===== config.mk =====
export PLATFORM = sky130hd
export DESIGN_NAME = stale_timer_and_port_regs
export DESIGN_NICKNAME = d
export VERILOG_FILES = /design/src/hdl/stale_timer_and_port_regs.v /design/src/hdl/pin_sync.v /design/src/hdl/stale_tick_gen.v
export VERILOG_INCLUDE_DIRS = /design/src /design/src/inc
export SDC_FILE = /design/constraint.sdc
export NUM_CORES = 1
export LEC_CHECK = 0
export ABC_AREA = 1
export BUFFER_PORTS_ARGS = -buffer_cell sky130_fd_sc_hd__buf_2
export CORE_ASPECT_RATIO = 1.75
export CORE_MARGIN = 3
export CORE_UTILIZATION = 48
export CTS_CLUSTER_DIAMETER = 120
export DETAILED_ROUTE_END_ITERATION = 8
export PLACE_DENSITY_LB_ADDON = 0.05
export SLEW_MARGIN = 20
export SYNTH_ARGS = -nofsm -noshare
export SYNTH_HDL_FRONTEND = slang
export SYNTH_SLANG_ARGS = --single-unit

===== constraint.sdc =====
create_clock -name clk -period 1.4 [get_ports clk]
set_input_delay 0.07 -clock clk [delete_from_list [all_inputs] [get_ports clk]]
set_output_delay 0.07 -clock clk [all_outputs]
set_load 0.01 [all_outputs]

===== src/inc/stale_timer_and_port_regs.vh =====
`ifndef STALE_TIMER_AND_PORT_REGS_VH
`define STALE_TIMER_AND_PORT_REGS_VH

////////////////////////////////////////////////////////////////////////////
// Register indexes, byte address is four times the index
`define IDX_EPP_ADDRESS_HOLD     8'h25
`define IDX_NEGOTIATION_MASK     8'h28
`define IDX_PORT_CONTROL         8'h2a
`define IDX_HANDSHAKE_PIN_VIEW   8'h2e
`define IDX_MANUAL_LINE_DATA     8'h2f
`define IDX_FIFO_STATUS          8'h38
`define IDX_IDLE_TIMER_PERIOD    8'h3c
`define IDX_IDLE_TIMER_COUNT     8'h3d

////////////////////////////////////////////////////////////////////////////
// Reset values
`define RST_BYTE                 8'h00

////////////////////////////////////////////////////////////////////////////
// Field positions
`define FSR_STALE_BIT            2
`define FSR_LEFTOVER_BIT         1
`define PCR_MANUAL_MODE_BIT      7
`define PCR_MASTER_ENABLE_BIT    6
`define PCR_MANUAL_DIR_BIT       1
`define PCR_MANUAL_OE_BIT        0
`define PCR_WRITE_MASK           8'hc3
`define NEG_SLAVE_ID_BIT         6
`define NEG_RESERVED_BIT         5
`define NEG_EPP_BIT              4
`define NEG_RLE_BIT              3
`define NEG_ECP_BIT              2
`define NEG_REV_BYTE_BIT         1
`define NEG_REV_NIBBLE_BIT       0
`define NEG_WRITE_MASK           8'h5f

////////////////////////////////////////////////////////////////////////////
// Timing: reference clock and divide, converted to this clock's rate
`define REF_CLK_MHZ              25
`define REF_CLK_DIV              250
`define CLK_PERIOD_NS            4
`define INTER_PERIOD_NS          (`REF_CLK_DIV * 1000 / `REF_CLK_MHZ)
`define INTER_DIV                (`INTER_PERIOD_NS / `CLK_PERIOD_NS)
`define TICK_PRESCALE            10

`endif


===== src/hdl/stale_timer_and_port_regs.v =====
// Function
// - Stale timer runs and acts only in the receive direction.
// - Each character stored in the FIFO reloads count from period, restarts.
// - Count reaching zero sets the stale flag, status bit 2.
// - Stale with a whole word available requests DMA of remaining words.
// - After stale DMA, one leftover character raises a host interrupt.
// - Device reset and FIFO reset both clear the timer count.
// - Software writing zero to the count sets stale at once.
// - Clock divided to 10 us, then by ten to 0.1 ms ticks.
// - Prescaler restarts on reload, one tick lasts 0.09 to 0.1 ms.
// - Period is an 8-bit tick count, up to 255 ticks.
// - Device reset clears the timer period.
// - EPP address write from the host captures the address byte.
// - EPP address read returns the held address byte.
// - Pin view shows live handshake pins in bits 3:0, zeros above.
// - Manual data read returns the live data lines in any mode.
// - Manual byte drives lines only with manual mode, direction, enable.
// - Negotiation permitted only with protocol bit and master enable set.
// - Mask bits: 6 id, 4 EPP, 3 RLE, 2 ECP, 1 byte, 0 nibble.
// - No ID string is stored or sent by the hardware.
// - Slave ID requests are not offered when negotiating into EPP.
// - Stale with one byte left raises interrupt, flag, holds pipeline.
`timescale 1ns/100ps
`include "stale_timer_and_port_regs.vh"

module stale_timer_and_port_regs
#(
    parameter INTER_DIV = `INTER_DIV,
    parameter PRESCALE  = `TICK_PRESCALE
)
(
    input  wire        clk,
    input  wire        rst,
    input  wire [9:0]  address,
    input  wire        read,
    input  wire        write,
    input  wire [31:0] writedata,
    input  wire [3:0]  byteenable,
    output reg  [31:0] readdata,
    output reg         waitrequest,
    input  wire        rx_direction,
    input  wire        fifo_reset,
    input  wire        rx_char_stored,
    input  wire        words_available,
    input  wire        one_byte_left,
    input  wire        dma_busy,
    input  wire        holding2_read,
    input  wire        epp_mode,
    input  wire        epp_addr_write,
    input  wire [7:0]  epp_addr_in,
    output reg  [7:0]  epp_addr_out,
    input  wire        host_ieee_active_in,
    input  wire        host_reinit_low,
    input  wire        host_busy_in,
    input  wire        host_strobe_in,
    input  wire [7:0]  parallel_data_lines_in,
    output reg  [7:0]  parallel_data_lines_out,
    output reg         parallel_data_lines_oe,
    input  wire        nego_target_epp,
    output reg  [7:0]  neg_allow,
    output reg         stale_flag,
    output reg         dma_request,
    output reg         host_irq,
    output reg         single_leftover_flag,
    output reg         pipeline_hold
);

////////////////////////////////////////////////////////////////////////////
// Decode helper: word index of a byte address
function is_reg;
    input [9:0] addr;
    input [7:0] idx;
    begin
        is_reg = (addr[9:2] == idx);
    end
endfunction

////////////////////////////////////////////////////////////////////////////
// Register storage
reg [7:0] idle_timer_period;
reg [7:0] idle_timer_count;
reg [7:0] negotiation_enable_mask;
reg [7:0] port_control_reg;
reg [7:0] manual_line_data;
reg [7:0] rd_byte;

wire [3:0] pins_live;
wire [7:0] lines_live;
wire       tick;

////////////////////////////////////////////////////////////////////////////
// Bus handshake: accept on one edge, complete on the next
// A write lands only at the edge where the master sees waitrequest low
wire req    = read | write;
wire accept = req & waitrequest;
wire commit = write & ~waitrequest & byteenable[0];

wire wr_period = commit & is_reg(address, `IDX_IDLE_TIMER_PERIOD);
wire wr_count  = commit & is_reg(address, `IDX_IDLE_TIMER_COUNT);
wire wr_epp    = commit & is_reg(address, `IDX_EPP_ADDRESS_HOLD);
wire wr_mask   = commit & is_reg(address, `IDX_NEGOTIATION_MASK);
wire wr_ctrl   = commit & is_reg(address, `IDX_PORT_CONTROL);
wire wr_manual = commit & is_reg(address, `IDX_MANUAL_LINE_DATA);

////////////////////////////////////////////////////////////////////////////
// Timer events
// Ticks are ignored in transmit, so the count freezes there
// Expiry: reload with period zero, or the last tick taking count 1 to 0
wire reload    = rx_direction & rx_char_stored;
wire count_dec = rx_direction & tick & (idle_timer_count != 8'h00);
wire expire    = ~wr_count &
                 ((reload & (idle_timer_period == 8'h00)) |
                  (~reload & count_dec & (idle_timer_count == 8'h01)));
wire sw_zero   = wr_count & (writedata[7:0] == 8'h00);
wire restart   = reload | wr_count;

////////////////////////////////////////////////////////////////////////////
// Leftover and DMA conditions
// The odd byte waits until DMA has drained every whole word
wire leftover_set = rx_direction & stale_flag & one_byte_left &
                    ~words_available & ~dma_busy;
reg  next_leftover;

always @*
begin
    next_leftover = single_leftover_flag;
    if (fifo_reset)
        next_leftover = 1'b0;
    else if (leftover_set)
        next_leftover = 1'b1;
    else if (holding2_read)
        next_leftover = 1'b0;
end

////////////////////////////////////////////////////////////////////////////
// Pin synchronisers and tick divider
// Data lines share the filter, so manual reads only see settled values
pin_sync
#(
    .W (4)
)
u_handshake_sync
(
    .clk   (clk),
    .rst   (rst),
    .pin   ({host_ieee_active_in, host_reinit_low,
             host_busy_in, host_strobe_in}),
    .level (pins_live)
);

pin_sync
#(
    .W (8)
)
u_lines_sync
(
    .clk   (clk),
    .rst   (rst),
    .pin   (parallel_data_lines_in),
    .level (lines_live)
);

stale_tick_gen
#(
    .INTER_DIV (INTER_DIV),
    .PRESCALE  (PRESCALE)
)
u_tick
(
    .clk     (clk),
    .rst     (rst),
    .restart (restart),
    .tick    (tick)
);

////////////////////////////////////////////////////////////////////////////
// Period register, cleared only by device reset
always @(posedge clk)
begin
    if (rst)
        idle_timer_period <= `RST_BYTE;
    else if (wr_period)
        idle_timer_period <= writedata[7:0];
end

// Down counter; software write wins, then reload, then tick
// A tick with the count already zero does nothing, so it never wraps
always @(posedge clk)
begin
    if (rst || fifo_reset)
        idle_timer_count <= `RST_BYTE;
    else if (wr_count)
        idle_timer_count <= writedata[7:0];
    else if (reload)
        idle_timer_count <= idle_timer_period;
    else if (count_dec)
        idle_timer_count <= idle_timer_count - 8'h01;
end

// Stale flag; a set in the same cycle as a reload wins
always @(posedge clk)
begin
    if (rst || fifo_reset)
        stale_flag <= 1'b0;
    else if (expire || sw_zero)
        stale_flag <= 1'b1;
    else if (reload)
        stale_flag <= 1'b0;
end

////////////////////////////////////////////////////////////////////////////
// DMA request and leftover interrupt outputs
// Registered from level inputs: one cycle late but free of glitches
always @(posedge clk)
begin
    if (rst)
    begin
        dma_request          <= 1'b0;
        single_leftover_flag <= 1'b0;
        host_irq             <= 1'b0;
        pipeline_hold        <= 1'b0;
    end
    else
    begin
        dma_request          <= rx_direction & stale_flag &
                                words_available & ~fifo_reset;
        single_leftover_flag <= next_leftover;
        host_irq             <= next_leftover;
        pipeline_hold        <= next_leftover;
    end
end

////////////////////////////////////////////////////////////////////////////
// EPP address hold; host capture in EPP mode, software may also write
// Host capture wins over a software write in the same cycle
always @(posedge clk)
begin
    if (rst)
        epp_addr_out <= `RST_BYTE;
    else if (epp_mode && epp_addr_write)
        epp_addr_out <= epp_addr_in;
    else if (wr_epp)
        epp_addr_out <= writedata[7:0];
end

////////////////////////////////////////////////////////////////////////////
// Negotiation mask and port control; reserved bits never stored
// Control bits 5:2 are reserved, so they always read back zero
always @(posedge clk)
begin
    if (rst)
    begin
        negotiation_enable_mask <= `RST_BYTE;
        port_control_reg        <= `RST_BYTE;
        manual_line_data        <= `RST_BYTE;
    end
    else
    begin
        if (wr_mask)
            negotiation_enable_mask <= writedata[7:0] &
                                       `NEG_WRITE_MASK;
        if (wr_ctrl)
            port_control_reg <= writedata[7:0] & `PCR_WRITE_MASK;
        if (wr_manual)
            manual_line_data <= writedata[7:0];
    end
end

// Permission per protocol; the ID string itself is left to software
// One cycle behind the registers, far quicker than any negotiation
always @(posedge clk)
begin
    if (rst)
        neg_allow <= 8'h00;
    else
    begin
        neg_allow <= negotiation_enable_mask &
                     {8{port_control_reg[`PCR_MASTER_ENABLE_BIT]}};
        if (nego_target_epp)
            neg_allow[`NEG_SLAVE_ID_BIT] <= 1'b0;
    end
end

// Manual drive of the data lines, all three control bits required
// The byte follows the register even while the lines are not driven
always @(posedge clk)
begin
    if (rst)
    begin
        parallel_data_lines_out <= 8'h00;
        parallel_data_lines_oe  <= 1'b0;
    end
    else
    begin
        parallel_data_lines_out <= manual_line_data;
        parallel_data_lines_oe  <=
            port_control_reg[`PCR_MANUAL_MODE_BIT] &
            port_control_reg[`PCR_MANUAL_DIR_BIT] &
            port_control_reg[`PCR_MANUAL_OE_BIT];
    end
end

////////////////////////////////////////////////////////////////////////////
// Read multiplexer; unmapped words read zero
// Live views come from the synchronisers, never from the raw pins
always @*
begin
    rd_byte = 8'h00;
    case (address[9:2])
        `IDX_EPP_ADDRESS_HOLD:   rd_byte = epp_addr_out;
        `IDX_NEGOTIATION_MASK:   rd_byte = negotiation_enable_mask;
        `IDX_PORT_CONTROL:       rd_byte = port_control_reg;
        `IDX_HANDSHAKE_PIN_VIEW: rd_byte = {4'h0, pins_live};
        `IDX_MANUAL_LINE_DATA:   rd_byte = lines_live;
        `IDX_FIFO_STATUS:
            rd_byte = {5'h00, stale_flag, single_leftover_flag, 1'b0};
        `IDX_IDLE_TIMER_PERIOD:  rd_byte = idle_timer_period;
        `IDX_IDLE_TIMER_COUNT:   rd_byte = idle_timer_count;
        default:                 rd_byte = 8'h00;
    endcase
end

// Slave answer: waitrequest drops for exactly one cycle per request
// Read data is latched at acceptance and stands until the next one
always @(posedge clk)
begin
    if (rst)
    begin
        waitrequest <= 1'b1;
        readdata    <= 32'h00000000;
    end
    else if (accept)
    begin
        waitrequest <= 1'b0;
        readdata    <= read ? {24'h000000, rd_byte} : 32'h00000000;
    end
    else
        waitrequest <= 1'b1;
end

endmodule // stale_timer_and_port_regs


===== src/hdl/pin_sync.v =====
`timescale 1ns/100ps
`include "stale_timer_and_port_regs.vh"

module pin_sync
#(
    parameter W = 4
)
(
    input  wire         clk,
    input  wire         rst,
    input  wire [W-1:0] pin,
    output reg  [W-1:0] level
);

////////////////////////////////////////////////////////////////////////////
reg [W-1:0] stage1;
reg [W-1:0] stage2;
reg [W-1:0] stage3;
integer     i;

// Three flops; a bit moves only once the last two stages agree
always @(posedge clk)
begin
    if (rst)
    begin
        stage1 <= {W{1'b0}};
        stage2 <= {W{1'b0}};
        stage3 <= {W{1'b0}};
        level  <= {W{1'b0}};
    end
    else
    begin
        stage1 <= pin;
        stage2 <= stage1;
        stage3 <= stage2;
        for (i = 0; i < W; i = i + 1)
        begin
            if (stage2[i] == stage3[i])
                level[i] <= stage3[i];
        end
    end
end

endmodule // pin_sync


===== src/hdl/stale_tick_gen.v =====
`timescale 1ns/100ps
`include "stale_timer_and_port_regs.vh"

module stale_tick_gen
#(
    parameter INTER_DIV = `INTER_DIV,
    parameter PRESCALE  = `TICK_PRESCALE
)
(
    input  wire clk,
    input  wire rst,
    input  wire restart,
    output reg  tick
);

////////////////////////////////////////////////////////////////////////////
reg [11:0] inter_cnt;
reg [3:0]  pre_cnt;
reg        inter_pulse;

// Free running 10 us divider; never restarted, hence the 0.09..0.1 ms
always @(posedge clk)
begin
    if (rst)
    begin
        inter_cnt   <= 12'h000;
        inter_pulse <= 1'b0;
    end
    else if (inter_cnt == INTER_DIV[11:0] - 12'h001)
    begin
        inter_cnt   <= 12'h000;
        inter_pulse <= 1'b1;
    end
    else
    begin
        inter_cnt   <= inter_cnt + 12'h001;
        inter_pulse <= 1'b0;
    end
end

// Divide-by-ten prescaler, cleared on every timer reload
always @(posedge clk)
begin
    if (rst)
    begin
        pre_cnt <= 4'h0;
        tick    <= 1'b0;
    end
    else if (restart)
    begin
        pre_cnt <= 4'h0;
        tick    <= 1'b0;
    end
    else if (inter_pulse)
    begin
        if (pre_cnt == PRESCALE[3:0] - 4'h1)
        begin
            pre_cnt <= 4'h0;
            tick    <= 1'b1;
        end
        else
        begin
            pre_cnt <= pre_cnt + 4'h1;
            tick    <= 1'b0;
        end
    end
    else
        tick <= 1'b0;
end

endmodule // stale_tick_gen


Word-level counts from Yosys, hierarchy flattened
Index checks and enable logic that the tools add are counted.
- equal/unequal tests: 23
- bitwise gates (word level): 36
- reduce and logical (&&, ||, !) cells: 15
- add/sub/neg operators: 3
- mux-type cells: 15
- operator list (operator ; number):
    $eq 8x6->1 const B ; 8
    $pmux 8 s8 ; 1
    $mux 8 ; 6
    $and 1x1->1 ; 25
    $logic_not 8->1 ; 2
    $add 12x1->12 const B ; 1
    $eq 1x1->1 ; 12
    $eq 12x12->1 const B ; 1
    $and 7x8->8 ; 1
    $eq 8x1->1 const B ; 1
    $reduce_bool 8->1 ; 1
    $reduce_or 2->1 ; 4
    $sub 8x1->8 const B ; 1
    $mux 1 ; 7
    $not 1->1 ; 7
    $reduce_bool 2->1 ; 3
    $add 4x1->4 const B ; 1
    $eq 4x4->1 const B ; 1
    $mux 4 ; 1
    $or 1x1->1 ; 3
    $reduce_bool 3->1 ; 1
    $reduce_or 3->1 ; 1
    $logic_or 1x1->1 ; 2
    $logic_and 1x1->1 ; 1
- register bits: 161
- input bits: 80
- output and inout bits: 63
- logic and storage cells: 129

Depth between registers and ports, before layout
- word-level depth: 8
- mapped depth: 11

Modules after synthesis
Synthesis repeated with hierarchy kept, for this count alone.
- cell total of the unflattened synthesis: 796
- area, all modules: 5997.0 um2
- by module, submodules not included (module ; times used ; area each (um2) ; cells each):
    stale_timer_and_port_regs ; 1 ; 3713.6 ; 521
    pin_sync (u_lines_sync) ; 1 ; 970.9 ; 108
    stale_tick_gen ; 1 ; 832.0 ; 113
    pin_sync (u_handshake_sync) ; 1 ; 480.5 ; 54

Worst setup path before layout
Ideal clock, no wire load.
- path type: flip-flop to flip-flop
- start: register idle_timer_count[0]
- end: register idle_timer_count[6]
- period minus slack after synthesis: 1.428 ns
- buffers on the path: 0
- slack: -0.028 ns
- stages on the path, launching flop included: 11
- arrival: 1.311 ns
- required time: 1.283 ns
- cells stage by stage: dfxtp_1 -> inv_1 -> ha_1 -> nand3_1 -> nor2_1 -> nor2_1 -> nor2_4 -> inv_2 -> o21ai_1 -> nor2_1 -> nor2_1
- longest elaborated chain between the ends: 4
- elaborated cells between the ends (all ways): 7
- those cells by class: 1 x add/sub; 3 x mux; 1 x bitwise; 2 x reduce/logical
- RTL lines (item ; line ; text):
    from (decl) ; stale_timer_and_port_regs.v:81 ; reg [7:0] idle_timer_count;
    from (signal assigned) ; stale_timer_and_port_regs.v:191 ; idle_timer_count <= `RST_BYTE;
    from (signal assigned) ; stale_timer_and_port_regs.v:193 ; idle_timer_count <= writedata[7:0];
    from (signal assigned) ; stale_timer_and_port_regs.v:195 ; idle_timer_count <= idle_timer_period;
    $sub 8x1->8 ; stale_timer_and_port_regs.v:197 ; idle_timer_count <= idle_timer_count - 8'h01;
    $mux 8 ; stale_timer_and_port_regs.v:196 ; else if (count_dec)
    $mux 8 ; stale_timer_and_port_regs.v:194 ; else if (reload)
    $mux 8 ; stale_timer_and_port_regs.v:192 ; else if (wr_count)
Several ways; a longest one is shown, not always the timed one. The select of a mux whose other input is x is not followed.
A chain may end at the register's enable or synchronous reset.

Final worst setup path
- start: register waitrequest
- end: register epp_addr_out[6]
- longest elaborated chain between the ends: 5
- RTL lines (item ; line ; text):
    from (decl) ; stale_timer_and_port_regs.v:40 ; output reg waitrequest,
    from (signal assigned) ; stale_timer_and_port_regs.v:329 ; waitrequest <= 1'b1;
    from (signal assigned) ; stale_timer_and_port_regs.v:334 ; waitrequest <= 1'b0;
    from (signal assigned) ; stale_timer_and_port_regs.v:338 ; waitrequest <= 1'b1;
    $not 1->1 ; stale_timer_and_port_regs.v:96 ; wire commit = write & ~waitrequest & byteenable[0];
    $and 1x1->1 (2 in series) ; stale_timer_and_port_regs.v:96 ;
    $and 1x1->1 ; stale_timer_and_port_regs.v:100 ; wire wr_epp = commit & is_reg(address, `IDX_EPP_ADDRESS_HOLD);
    $reduce_bool 2->1 (no source line) ; -- ;
    to (signal assigned) ; stale_timer_and_port_regs.v:239 ; epp_addr_out <= `RST_BYTE;
    to (signal assigned) ; stale_timer_and_port_regs.v:241 ; epp_addr_out <= epp_addr_in;
    to (signal assigned) ; stale_timer_and_port_regs.v:243 ; epp_addr_out <= writedata[7:0];
    to (decl) ; stale_timer_and_port_regs.v:51 ; output reg [7:0] epp_addr_out,
No other way between the ends.

==> run_results.csv <==
group,metric,value,unit
yosys,avgSynthCellArea,7.50,um^2
die,core,0.0121,mm^2
global_route,grt_pass1_vias,5853,
die,start_util,49.6,%
yosys,yosys_warnings,0,
sta,fin_crit_sh,101,%
global_route,grt_overflow,0,
job,drv_cap,0,
yosys,synth_top_family_by_area,"simple AND/OR/NAND/NOR gates",
sta,maxSlewViolCount,0,
yosys,synthSimpleGateAreaFrac,27.8,%
cells_and_area,fillers,1111,
placement,gp_congestion,0.898,
cells_and_area,top_register,"u_tick.inter_cnt",
outcome,violations,"negative setup slack",
sta,tns,-0.0286,ns
setup_path,startpoint,"waitrequest",
yosys,synthArstFlopShare,0,%
die,boundaryPins,143,
clock_network,clock_sinks,135,
setup_path,regToRegEndpoint,"epp_addr_out[6]",
clock_network,clockBufferDepth,2,
outcome,status,"complete, but fails checks",
global_route,grtUsageTotal,26.3,%
global_route,grt_max_degree,53,
worst_hold_path,worstHoldStart,"writedata[3]",
placement,dp_hpwl,13500,um
global_route,grt_use_met2,52.1,%
yosys,synth_compound_area_share,12.8,%
sta,rsz0062_at_grt,"true",
sta,setup_slack,-0.0126,ns
clock_network,worstSkewPairLatency,0.42,ns
cells_and_area,regArea,0.00271,mm^2
drt,drtIter0Drc,276,
clock_network,clockRootBuffer,"clkbuf_16",
setup_path,ff2ff_path_depth,7,
sta,setup_violations,4,
die,rows,53,
sta,holdWs,0.00810,ns
die,die_w,90.4,um
placement,dp_slack,-0.0762,ns
drt,dr.pass1.iters,5,
yosys,synth_edf_count,0,
sta,hold_viol_final,0,
drt,num_vias,5720,
sta,fin_skew,0.0135,ns
drt,viasPerCell,4.98,
yosys,synth_flop_cell,"dfxtp_1",
yosys,synthXorXnorAreaFrac,0.293,%
cells_and_area,syn_to_final_growth,34.3,%
yosys,synth_seq_area_share,45.2,%
setup_path,critPathCaptureType,"flip-flop",
worst_hold_path,worstHoldEndpoint,"manual_line_data[3]",
cells_and_area,final_cells,1149,
drt,final_antenna_net_count,0,
setup_path,crit_type,"reg2reg",
cells_and_area,drive_gt1_share,26.1,%
global_route,grt_pass1_wl,28400,um
yosys,synthMuxAreaShare,0,%
worst_hold_path,hold_path.class,"in2reg",
pwr,ir_drop,1120,uV
sta,fmax,0.708,GHz
global_route,top_usage_layer,"met2",
cells_and_area,largest_reg_flops,12,
worst_hold_path,holdPathStages,3,
die,dieArea,0.0139,mm^2
setup_path,path_common_cell,"buf_4",
setup_path,max_stage_delay,0.34,ns
yosys,synth_area,0.00598,mm^2
setup_path,path_buf_inv,3,
pwr,p_leak,3.61,nW
setup_path,cp.arrival,1.76,ns
setup_path,required,1.75,ns
sta,period_minus_slack,1.41,ns
drt,drt_wl_total,18100,um
clock_network,cts_tree,"built",
clock_network,cts_buffers,17,
global_route,antenna_found_initial,0,
setup_path,crit_chain,"nor2_4 -> inv_4 -> buf_4 -> o21ai_4 -> buf_4 -> o21ai_2 -> a31oi_2",
yosys,synth_cells,798,
placement,placed_cells,1072,
clock_network,h-tree-depth,4,
setup_path,cp_max_fo,7,
setup_path,crit_path_start_kind,"flip-flop",
cells_and_area,multiInputGateArea,0.00280,mm^2
global_route,gr-usage-met1,24.3,%
setup_path,regToRegSetupSlack,-0.01,ns
setup_path,cp_top_family,"buffers and inverters",
yosys,synth-adder-area-share,0.837,%
clock_network,clkTransAtPathRegs,0.07,ns
setup_path,slowest_stage,"dfxtp_2",
placement,port-buffer-count,87,
setup_path,reg2reg_from,"waitrequest",
die,die_h,154,um
drt,drc,0,
yosys,yosysUniqueCellTypes,41,
yosys,ys_ff_latch,135,
pwr,power_density,1140,mW/mm^2
cells_and_area,nets,1055,
drt,wire_per_inst,15.8,um
cells_and_area,antenna_cells,0,
global_route,met3_usage,4.75,%
==> layout by cell type (no fill, tap or decap), types with 5 or more instances in the layout <==
master / instances
o21ai_1: 16
a211oi_1: 7
inv_6: 6
conb_1: 26
nand2_1: 100
o21ai_0: 37
o21ai_2: 10
dfxtp_2: 7
nor2_2: 9
dlygate4sd3_1: 35
nand4_1: 8
nor2_4: 13
buf_4: 47
nor2_1: 102
buf_2: 87
nand3_1: 68
a21oi_2: 6
clkbuf_16: 17
a21oi_1: 49
a31oi_1: 9
dfxtp_1: 128
inv_1: 113
nor3_1: 16
buf_6: 5
nor4_1: 5
==> where the power goes <==
part | internal, mW | switching [mW]
Clock | 2.38 | 1.95
Combinational | 0.347 | 0.507
Sequential | 3.92 | 0.0531
==> through the flow <==
step           instance area (um^2)  utilization (%)  total power, mW
3_5_place_dp                   6800             56.3             4.76
2_1_floorplan                  6080                -             4.49
4_1_cts                        7820             64.8             9.16
6_report                       8030             66.5             9.15
3_3_place_gp                   6800             56.3             4.75
5_1_grt                        8030             66.5             9.48
==> Yosys cell counts (2+ instances only) <==
master / number / area (um^2)
o21ai_1: 4 / 20.0
nor3b_1: 2 / 15.0
a211oi_1: 8 / 60.1
inv_1: 117 / 439
o21ai_0: 56 / 280
nor3_1: 18 / 90.1
dfxtp_1: 135 / 2700
nor2_4: 9 / 101
a31oi_1: 9 / 56.3
o211ai_1: 2 / 15.0
a21oi_1: 55 / 275
buf_6: 2 / 22.5
nor4_1: 5 / 31.3
buf_2: 3 / 15.0
buf_4: 32 / 240
nor2_1: 113 / 424
nand2_1: 103 / 387
inv_2: 3 / 11.3
nor2_8: 2 / 40.0
nand3_1: 72 / 360
nand2_4: 4 / 45.0
ha_1: 4 / 50.1
nand4_1: 8 / 50.1
o21ai_2: 2 / 17.5
a31oi_2: 2 / 25.0
clkbuf_1: 13 / 48.8
==> timing repair <==
action | 4_1_cts | 5_1_grt
hold buffers | 35 | 0
endpoints found under the hold margin | 27 | 0
gates resized for setup | 22 | 63
cloned | 0 | 2
pin swaps | 11 | 21
setup endpoints to repair | 15 | 48
buffers inserted | 5 | 3
==> worst max-delay path by stage <==
stage | cells past startpoint | slack, ns | to
6_report | 7 | -0.01 | epp_addr_out[6]
5_1_grt | 10 | -0.10 | idle_timer_count[6]
4_1_cts | 9 | 0.0008 | idle_timer_count[0]
3_5_place_dp | 11 | -0.08 | readdata[2]
3_3_place_gp | 10 | -0.08 | idle_timer_count[2]
2_1_floorplan | 9 | 0.01 | idle_timer_count[1]
==> layer usage <==
layer | vias up | share of wire (%) | wire, um
met1 | 2656 | 34 | 6150
met3 | 52 | 3.5 | 628
met5 | - | 0 | 0
li1 | 2862 | - | -
met2 | 150 | 57 | 10400
met4 | 0 | 5.5 | 995
==> logic make-up (layout without fill, tap and decap cells) <==
group           after synthesis  after routing
compound gates              139            140
xor+xnor                      2              2
buf+inv                     171            330
flops                       135            135
fa+ha+maj                     4              4
simple gates                346            347
other cells                   1             26
==> worst reg2reg max path, stage by stage, from the launching register on <==
cell,delay [ns]
dfxtp_2,0.34
nor2_4,0.23
inv_4,0.09
buf_4,0.15
o21ai_4,0.21
buf_4,0.16
o21ai_2,0.05
a31oi_2,0.12
==> cell type report <==
type	count	area share, %
repair buffers	178	15.9
inverters	120	5.73
well taps	165	2.57
clock inverters	15	1.92
multi-input cells	519	34.8
flip-flops and latches	135	33.8
clock buffers	17	5.30
No activity file was read; power rests on OpenSTA's default activity.
